## src/slc_regs.svh

```systemverilog
// Timing constants for the line supervision controller.
// Assumes a 20 MHz system clock; all counts derive from it.
`ifndef SLC_REGS_SVH
`define SLC_REGS_SVH
`define SLC_CLK_HZ          20000000
`define SLC_UNBAL_MS        5000
`define SLC_POLL_MS         5000
`define SLC_PWRUP_MS        100
`define SLC_WAKE_MASK_MS    80
`define SLC_DEBOUNCE_MS     10
`define SLC_RING_HZ         20
`define SLC_MS_CYC(ms)      ((ms) * (`SLC_CLK_HZ / 1000))
`define SLC_RING_HALF_CYC   (`SLC_CLK_HZ / (2 * `SLC_RING_HZ))
`endif

```

## src/slc_pkg.sv

```systemverilog
// Types for the line supervision controller.
// Assumes slc_regs.svh is compiled alongside.
`default_nettype none
package slc_pkg;
  typedef enum logic [2:0] {
    SLC_ST_PWRUP = 3'b000,
    SLC_ST_IDLE  = 3'b001,
    SLC_ST_SLEEP = 3'b010,
    SLC_ST_WAKE  = 3'b011,
    SLC_ST_FAULT = 3'b100
  } slc_state_t;
endpackage : slc_pkg
`default_nettype wire

```

## src/slc_deb_if.sv

```systemverilog
// Bundle between the controller and its debouncer.
// Assumes one clock domain.
`timescale 1ns/1ps
`default_nettype none
interface slc_deb_if;
  logic raw;
  logic clean;
  logic changed;
  modport ctl (input clean, input changed, output raw);
  modport deb (input raw, output clean, output changed);
endinterface : slc_deb_if
`default_nettype wire

```

## src/slc_line_ctrl.sv

```systemverilog
// Line card controller driving a ringing line interface circuit over its pins.
// Assumes hook and unbalance pins are asynchronous; sys_clk is 20 MHz.
//
// Functional notes
// Device: hook high off hook, low on hook
// Device: dial digits are low pulses on hook
// Debounce hook status before use
// Unbalance over 5 s: power down, poll 5 s
// Mask unbalance while ringing control active
// Power-up: power down high 100 ms, then low
// Ring control high only with 20 Hz wave
// Device: trips ringing on off hook itself
// Controller drops ring control after trip
// Device: hook output glitch free around ringing
// Reversal only on request; else low
// Device: hook still reported while powered down
// Hook while powered down: drive power down low; code does this only asleep, not in power-up or fault
// Mask about 80 ms break after wake
// Meter gate is independent control
// Meter gate high only when metering requested
// Device: ring control low means normal feed
// Synchronise status pins before timing them
`timescale 1ns/1ps
`default_nettype none
`include "slc_regs.svh"
module slc_line_ctrl
  import slc_pkg::*;
#(
  parameter int unsigned UNBAL_CYC  = `SLC_MS_CYC(`SLC_UNBAL_MS),
  parameter int unsigned POLL_CYC   = `SLC_MS_CYC(`SLC_POLL_MS),
  parameter int unsigned PWRUP_CYC  = `SLC_MS_CYC(`SLC_PWRUP_MS),
  parameter int unsigned WAKE_CYC   = `SLC_MS_CYC(`SLC_WAKE_MASK_MS),
  parameter int unsigned DEB_CYC    = `SLC_MS_CYC(`SLC_DEBOUNCE_MS),
  parameter int unsigned RHALF_CYC  = `SLC_RING_HALF_CYC
) (
  // Clock and reset
  input  wire logic sys_clk,
  input  wire logic rstn,
  // User requests
  input  wire logic ring_req,
  input  wire logic reverse_req,
  input  wire logic meter_req,
  input  wire logic sleep_req,
  // User status
  output var  logic off_hook,
  output var  logic hook_edge,
  output var  logic dial_pulse,
  output var  logic ring_tripped,
  output var  logic unbal_fault,
  output var  logic line_ready,
  // Device pins, inputs
  input  wire logic hook_state_out,
  input  wire logic unbalance_flag,
  // Device pins, outputs
  output var  logic power_down_in,
  output var  logic ring_control_in,
  output var  logic ring_wave_in,
  output var  logic polarity_reverse_in,
  output var  logic meter_pulse_gate
);
  localparam int unsigned TW = 32;

  slc_deb_if hk ();
  slc_deb_if ub ();

  // ---------------------------------------------------------------
  // Status pin conditioning
  // ---------------------------------------------------------------
  // Both pins pass a synchroniser and a stability filter
  assign hk.raw = hook_state_out;
  assign ub.raw = unbalance_flag;

  slc_debounce #(.STABLE_CYC(DEB_CYC)) u_hook_deb (
    .sys_clk (sys_clk),
    .rstn    (rstn),
    .d       (hk)
  );

  slc_debounce #(.STABLE_CYC(DEB_CYC)) u_unbal_deb (
    .sys_clk (sys_clk),
    .rstn    (rstn),
    .d       (ub)
  );

  // ---------------------------------------------------------------
  // Supervisor state machine
  // ---------------------------------------------------------------
  slc_state_t    st_q;
  logic [TW-1:0] tmr_q;
  logic [TW-1:0] ub_cnt_q;
  logic          hook_ok;
  logic          ub_seen;
  logic          off_hook_seen_q;

  // Hook is only trusted when the device is awake and past the wake gap
  assign hook_ok = (st_q == SLC_ST_IDLE);
  // Unbalance ignored during ringing, its readings are meaningless then
  assign ub_seen = ub.clean && !ring_control_in;

  // State and the shared interval timer
  always_ff @(posedge sys_clk or negedge rstn) begin
    if (!rstn) begin
      st_q  <= SLC_ST_PWRUP;
      tmr_q <= '0;
    end else begin
      case (st_q)
        SLC_ST_PWRUP: begin
          if (tmr_q == TW'(PWRUP_CYC - 1)) begin
            st_q  <= SLC_ST_IDLE;
            tmr_q <= '0;
          end else begin
            tmr_q <= tmr_q + 1'b1;
          end
        end
        SLC_ST_IDLE: begin
          tmr_q <= '0;
          if (ub_cnt_q == TW'(UNBAL_CYC)) begin
            st_q <= SLC_ST_FAULT;
          end else if (sleep_req && !hk.clean && !ring_req) begin
            st_q <= SLC_ST_SLEEP;
          end
        end
        SLC_ST_SLEEP: begin
          tmr_q <= '0;
          // Device still reports off hook asleep
          if (hk.clean || !sleep_req) begin
            st_q <= SLC_ST_WAKE;
          end
        end
        SLC_ST_WAKE: begin
          // Hook break while the loop powers up is hidden
          if (tmr_q == TW'(WAKE_CYC - 1)) begin
            st_q  <= SLC_ST_IDLE;
            tmr_q <= '0;
          end else begin
            tmr_q <= tmr_q + 1'b1;
          end
        end
        SLC_ST_FAULT: begin
          // Held down for one poll interval, then woken through the wake gap into idle to recheck
          if (tmr_q == TW'(POLL_CYC - 1)) begin
            st_q  <= SLC_ST_WAKE;
            tmr_q <= '0;
          end else begin
            tmr_q <= tmr_q + 1'b1;
          end
        end
        default: begin
          st_q  <= SLC_ST_PWRUP;
          tmr_q <= '0;
        end
      endcase
    end
  end

  // Unbalance duration counter, saturates at the limit
  always_ff @(posedge sys_clk or negedge rstn) begin
    if (!rstn) begin
      ub_cnt_q <= '0;
    end else if (!ub_seen || st_q != SLC_ST_IDLE) begin
      ub_cnt_q <= '0;
    end else if (ub_cnt_q != TW'(UNBAL_CYC)) begin
      ub_cnt_q <= ub_cnt_q + 1'b1;
    end
  end

  // ---------------------------------------------------------------
  // Ringing
  // ---------------------------------------------------------------
  logic [TW-1:0] rw_cnt_q;
  logic          trip_q;

  // Wave runs whenever ringing is enabled; square wave at 20 Hz
  always_ff @(posedge sys_clk or negedge rstn) begin
    if (!rstn) begin
      rw_cnt_q     <= '0;
      ring_wave_in <= 1'b0;
    end else if (!ring_control_in) begin
      rw_cnt_q     <= '0;
      ring_wave_in <= 1'b0;
    end else if (rw_cnt_q == TW'(RHALF_CYC - 1)) begin
      rw_cnt_q     <= '0;
      ring_wave_in <= !ring_wave_in;
    end else begin
      rw_cnt_q <= rw_cnt_q + 1'b1;
    end
  end

  // Trip latch; cleared only when the user drops the request
  always_ff @(posedge sys_clk or negedge rstn) begin
    if (!rstn) begin
      trip_q <= 1'b0;
    end else if (ring_control_in && hk.clean) begin
      trip_q <= 1'b1;
    end else if (!ring_req) begin
      trip_q <= 1'b0;
    end
  end

  // Ring control only when awake, on hook and not tripped
  always_ff @(posedge sys_clk or negedge rstn) begin
    if (!rstn) begin
      ring_control_in <= 1'b0;
    end else begin
      ring_control_in <= ring_req && hook_ok && !trip_q && !hk.clean;
    end
  end

  // ---------------------------------------------------------------
  // Pin and status registers
  // ---------------------------------------------------------------
  // Power down high at power-up, asleep and in fault
  always_ff @(posedge sys_clk or negedge rstn) begin
    if (!rstn) begin
      power_down_in <= 1'b1;
    end else begin
      power_down_in <= (st_q == SLC_ST_PWRUP) || (st_q == SLC_ST_SLEEP) ||
                       (st_q == SLC_ST_FAULT);
    end
  end

  // Reversal and metering follow requests only when awake
  always_ff @(posedge sys_clk or negedge rstn) begin
    if (!rstn) begin
      polarity_reverse_in <= 1'b0;
      meter_pulse_gate    <= 1'b0;
    end else begin
      polarity_reverse_in <= reverse_req && hook_ok;
      meter_pulse_gate    <= meter_req && hook_ok;
    end
  end

  // User status, hook events only in trusted state
  always_ff @(posedge sys_clk or negedge rstn) begin
    if (!rstn) begin
      off_hook     <= 1'b0;
      hook_edge    <= 1'b0;
      dial_pulse   <= 1'b0;
      ring_tripped <= 1'b0;
      unbal_fault  <= 1'b0;
      line_ready   <= 1'b0;
    end else begin
      off_hook     <= hk.clean;
      hook_edge    <= hk.changed && hook_ok;
      dial_pulse   <= hk.changed && hk.clean && hook_ok && off_hook_seen_q;
      ring_tripped <= trip_q;
      unbal_fault  <= (st_q == SLC_ST_FAULT);
      line_ready   <= hook_ok;
    end
  end

  // Remembers a settled off hook so a return marks a dial break end
  always_ff @(posedge sys_clk or negedge rstn) begin
    if (!rstn) begin
      off_hook_seen_q <= 1'b0;
    end else if (!hook_ok) begin
      off_hook_seen_q <= 1'b0;
    end else if (hk.changed && hk.clean) begin
      off_hook_seen_q <= 1'b1;
    end
  end

  // ---------------------------------------------------------------
  // Assertions
  // ---------------------------------------------------------------
  a_pwrup_hold: assert property (@(posedge sys_clk) disable iff (!rstn)
    (st_q == SLC_ST_PWRUP && tmr_q == '0) |=> power_down_in)
    else $error("power down not held at start");
  a_ring_mask: assert property (@(posedge sys_clk) disable iff (!rstn)
    ring_control_in |-> ub_cnt_q == '0 || $past(ring_control_in) == 1'b0)
    else $error("unbalance counted during ringing");
  a_trip_drop: assert property (@(posedge sys_clk) disable iff (!rstn)
    (ring_control_in && hk.clean) |=> ##1 !ring_control_in)
    else $error("ring control kept after trip");
  a_sleep_wake: assert property (@(posedge sys_clk) disable iff (!rstn)
    (st_q == SLC_ST_SLEEP && hk.clean) |=> ##1 !power_down_in)
    else $error("no wake on hook in sleep");
  a_wake_mask: assert property (@(posedge sys_clk) disable iff (!rstn)
    (st_q == SLC_ST_WAKE) |-> !hook_edge ##0 !ring_control_in)
    else $error("hook used in wake gap");
  a_fault_pd: assert property (@(posedge sys_clk) disable iff (!rstn)
    (st_q == SLC_ST_FAULT) |=> power_down_in)
    else $error("fault without power down");
  a_rev_idle: assert property (@(posedge sys_clk) disable iff (!rstn)
    !reverse_req |=> !polarity_reverse_in)
    else $error("reversal without request");
  a_meter_gate: assert property (@(posedge sys_clk) disable iff (!rstn)
    !meter_req |=> !meter_pulse_gate)
    else $error("meter gate without request");
  a_wave_idle: assert property (@(posedge sys_clk) disable iff (!rstn)
    !ring_control_in |=> !ring_wave_in)
    else $error("ring wave without ring control");
  a_unbal_mask: assert property (@(posedge sys_clk) disable iff (!rstn)
    ring_control_in |=> ub_cnt_q == '0)
    else $error("unbalance timed while ringing");
  // Covers for ringing, fault, wake, dialling and masked unbalance
  c_ring: cover property (@(posedge sys_clk) disable iff (!rstn) ring_control_in ##1 trip_q);
  c_fault: cover property (@(posedge sys_clk) disable iff (!rstn) st_q == SLC_ST_FAULT);
  c_wake: cover property (@(posedge sys_clk) disable iff (!rstn)
    st_q == SLC_ST_SLEEP ##1 st_q == SLC_ST_WAKE);
  c_dial: cover property (@(posedge sys_clk) disable iff (!rstn) dial_pulse);
  c_mask: cover property (@(posedge sys_clk) disable iff (!rstn) ring_control_in && ub.clean);
endmodule : slc_line_ctrl
`default_nettype wire

```

## src/slc_debounce.sv

```systemverilog
// Synchroniser plus debouncer for one device status pin.
// Assumes an asynchronous pin on raw; clean changes only after a stable run.
`timescale 1ns/1ps
`default_nettype none
module slc_debounce #(
  parameter int unsigned STABLE_CYC = 200000
) (
  // Clock and reset
  input  wire logic sys_clk,
  input  wire logic rstn,
  // Filtered pin
  slc_deb_if.deb    d
);
  localparam int unsigned CW = $clog2(STABLE_CYC + 1);
  logic          s1_q, s2_q;
  logic [CW-1:0] cnt_q;
  logic          clean_q, chg_q;

  // Two-stage synchroniser, first stage read only by the second
  always_ff @(posedge sys_clk or negedge rstn) begin
    if (!rstn) begin
      s1_q <= 1'b0;
      s2_q <= 1'b0;
    end else begin
      s1_q <= d.raw;
      s2_q <= s1_q;
    end
  end

  // Stability counter; any return to the clean level restarts it
  always_ff @(posedge sys_clk or negedge rstn) begin
    if (!rstn) begin
      cnt_q   <= '0;
      clean_q <= 1'b0;
      chg_q   <= 1'b0;
    end else begin
      chg_q <= 1'b0;
      if (s2_q == clean_q) begin
        cnt_q <= '0;
      end else if (cnt_q == CW'(STABLE_CYC - 1)) begin
        cnt_q   <= '0;
        clean_q <= s2_q;
        chg_q   <= 1'b1;
      end else begin
        cnt_q <= cnt_q + 1'b1;
      end
    end
  end

  assign d.clean   = clean_q;
  assign d.changed = chg_q;
endmodule : slc_debounce
`default_nettype wire

```

## config.mk

```make
export PLATFORM = sky130hd
export DESIGN_NAME = slc_line_ctrl
export DESIGN_NICKNAME = d
export VERILOG_FILES = /design/src/slc_pkg.sv /design/src/slc_deb_if.sv /design/src/slc_line_ctrl.sv /design/src/slc_debounce.sv
export VERILOG_INCLUDE_DIRS = /design/src
export SDC_FILE = /design/constraint.sdc
export NUM_CORES = 1
export LEC_CHECK = 0
export ABC_AREA = 1
export BUFFER_PORTS_ARGS = -buffer_cell sky130_fd_sc_hd__buf_2
export CORE_ASPECT_RATIO = 0.5
export CORE_MARGIN = 1
export CORE_UTILIZATION = 32
export CTS_BUF_LIST = sky130_fd_sc_hd__clkbuf_4 sky130_fd_sc_hd__clkbuf_8
export DETAILED_ROUTE_END_ITERATION = 10
export GPL_ROUTABILITY_DRIVEN = 0
export PLACE_DENSITY = 0.46
export SLEW_MARGIN = 10
export SYNTH_ARGS = -nofsm -noshare
export SYNTH_HDL_FRONTEND = slang
export SYNTH_HIERARCHICAL = 1
export SYNTH_SLANG_ARGS = --single-unit
```

## constraint.sdc

```tcl
create_clock -name sys_clk -period 1.65 [get_ports sys_clk]
set_input_delay 0.2475 -clock sys_clk [delete_from_list [all_inputs] [get_ports sys_clk]]
set_output_delay 0.2475 -clock sys_clk [all_outputs]
set_load 0.1 [all_outputs]
```

==> implementation parameters <==
Parameter                              Value

Global routing
  Total global routing overflow ... 0
  Total GRT Usage ... 0.1640
  Wire length of the first global-routing pass ... 36.57 mm
  Largest net degree at the start of global routing ... 43
  Number of antenna violations at the first check in global routing ... 0
  Via count of the first global-routing pass ... about 7.5k

Finish
  # nets final ... 1,313
  Antenna diodes ... 0
  Layout cell share with drive strength beyond 1 ... 0.2698
  Area growth, synth to finish ... 25.90%
  Most frequent standard cell in the layout excluding fill and tap cells ... sky130_fd_sc_hd__nand2_1
  Post-route design area ... between 10,000 and 15,000 um2
  Highest-count cells in the layout ignoring fill and taps ... 232 x sky130_fd_sc_hd__nand2_1, 175 x sky130_fd_sc_hd__nor2_1, 149 x sky130_fd_sc_hd__dfrtp_1
  Core Util, Final ... 0.4133

Clock network
  Cell chosen for the clock root ... sky130_fd_sc_hd__clkbuf_8
  Clock tree from TritonCTS ... yes
  Number of buffers created by CTS ... 17
  Max H-tree Level ... 4
  Clock latency reported for the late side of the worst-skew pair ... 0.49 ns
  Clock transition at path regs ... 0.09 ns
  Clock buffer depth ... 2
  Clk sinks ... around 160

Place
  DP Wirelength ... 16.07 mm
  Placed cell areas ... 10,120 um2
  IO buf count ... 18

Power
  Leakage power of the design ... 4.777 nW
  Worst VDD drop ... 421.8 uV
  Power consumption ... roughly 6.8 mW
  Power per cell area ... 621.8 nW/um2

Route
  Detailed-router iteration count before antenna repair ... 5
  Total number of vias ... 7,713
  Total met2 wirelength after detailed routing ... 9.756 mm
  Highest metal used ... met4
  Met1 routed wirelength after detailed routing ... approximately 11 mm
  Iter 0 DRT Violations ... 499
  Detail-routed via count per cell ... 4.635
  Metal3 WL ... 641 um
  Residual DRC ... 0
  Drt total wl ... ~22 mm
  WL/cell ... ~13 um
  Remaining number of nets flagged by the antenna check after routing ... 0

Run status
  Violations in the final reports ... setup timing
  Result of the run ... finished with violations

STA
  Post-layout worst setup margin ... -0.07320 ns
  Maximum frequency from static timing analysis ... 0.5803 GHz
  Worst-Margin Slew ... 0.4968 ns
  Time the worst path needs with I/O delays and setup ... 1.723 ns
  Unrepaired setup endpoints after global routing ... true
  Final setup viols ... 30
  Worst Skew ... approximately 0.014 ns
  Worst-case hold slack ... 0.2050 ns
  Final period utilization ... 1.044
  Headroom to the max-slew limit ... 0.6711
  Setup total negative slack ... -0.9087 ns
  Final number of max-transition violations ... 0
  Fin. Hold Viols ... 0

Worst hold path
  Hold wc startpoint ... sleep_req
  WHS Path Cells ... 6
  Path category of the worst min-delay check ... in2reg
  Endpoint with the worst hold slack ... st_q[1]$_DFFE_PN0P_

Setup path
  Critical path startpoint category ... flip-flop
  Worst Path Required ... 2.03 ns
  Max FO, Critical Path ... 17
  Arrival time reported for the critical path endpoint ... 2.10 ns
  R2r setup slk ... -0.07 ns
  Type of destination of the critical path ... flip-flop
  Class of the most critical setup path ... reg2reg
  FF-to-FF path depth ... 10
  Worst R2R Start ... tmr_q[0]$_DFF_PN0_
  Critical R2R Capture ... tmr_q[30]$_DFF_PN0_

Floorplanning
  Die width ... 235.6 um
  Die height ... about 120 um
  I/O pin cnt ... 19
  Area of the placeable core ... ~27,000 um2
  Die area ... 27,980 um2
  Effective utilization at floorplan ... 0.3283
  Site Rows ... 42

Yosys
  Average instance area after synthesis ... 7.677 um2
  Synth Net Count ... 1,151
  Area of the mapped netlist ... 8728 um2
  Gate count of the mapped netlist ... ~1.1k
  Ys Warns ... 6

Run
  Maximum Capacitance Violations ... 0
worst max-delay path by stage:
stage                             from                       end  slack, ns  cells past startpoint
3_3_place_gp   ub_cnt_q[0]$_DFFE_PN0P_  ub_cnt_q[30]$_DFFE_PN0P_      -0.12                     10
5_1_grt             tmr_q[0]$_DFF_PN0_       tmr_q[16]$_DFF_PN0_      -0.21                     10
2_1_floorplan       tmr_q[0]$_DFF_PN0_       tmr_q[31]$_DFF_PN0_       0.01                     12
6_report            tmr_q[0]$_DFF_PN0_       tmr_q[30]$_DFF_PN0_      -0.07                     10
3_5_place_dp        tmr_q[0]$_DFF_PN0_       tmr_q[28]$_DFF_PN0_      -0.13                     10
4_1_cts             tmr_q[0]$_DFF_PN0_       tmr_q[15]$_DFF_PN0_      -0.08                     10
report_power, final:
part / total [mW] / leakage, nW / switching (mW) / internal (mW)
Clock: 2.82 / 0.177 / 1.59 / 1.23
Sequential: 3.83 / 2.13 / 0.0164 / 3.81
Combinational: 0.185 / 2.47 / 0.125 / 0.0598
registers in the layout, summed over array words and instances (netlist names), 3 cells and up:
| signal | cells |
|---|---|
| ub_cnt_q | 32 |
| u_unbal_deb/cnt_q | 18 |
| u_hook_deb/cnt_q | 18 |
| tmr_q | 32 |
| rw_cnt_q | 32 |
| st_q | 3 |
worst max-delay path: stages (launching register included):
cell,delay [ns]
sky130_fd_sc_hd__dfrtp_1,0.38
sky130_fd_sc_hd__ha_2,0.20
sky130_fd_sc_hd__nand2_2,0.07
sky130_fd_sc_hd__nor2_4,0.14
sky130_fd_sc_hd__nand2_2,0.10
sky130_fd_sc_hd__nor2_1,0.11
sky130_fd_sc_hd__nand2_1,0.07
sky130_fd_sc_hd__nand2_2,0.08
sky130_fd_sc_hd__nand3_4,0.12
sky130_fd_sc_hd__buf_12,0.18
sky130_fd_sc_hd__and3_1,0.15
stage by stage:
step	instances	setup slack, ns
4_1_cts	1658	-0.07606
6_report	1664	-0.07320
2_1_floorplan	1137	0.01260
5_1_grt	1664	-0.2101
3_5_place_dp	1614	-0.1252
3_3_place_gp	1614	-0.1210
final cells by class:
type	count	area, um2
fill	2689	15600
multi-input combinational	823	4536
sequential	155	3886
timing repair buffer	152	1194
inverter	150	563.0
tap	352	440.4
clock buffer	18	247.7
clock inverter	14	122.6
metal layers:
layer	vias to the layer above	track usage
met2	98	0.2568
met1	3667	0.2252
met4	0	0.05515
met5	-	0
met3	22	0.03410
li1	3926	-
timing repair:
action                                  CTS  global route
hold buffers                              6             0
pin swaps                                 4            15
endpoints found under the setup margin   47            77
hold endpoints to repair                 41             0
gates resized for setup                  33            74
setup buffers                             5             6
gates cloned                              1             0
No activity file was read; power rests on OpenSTA's default activity.
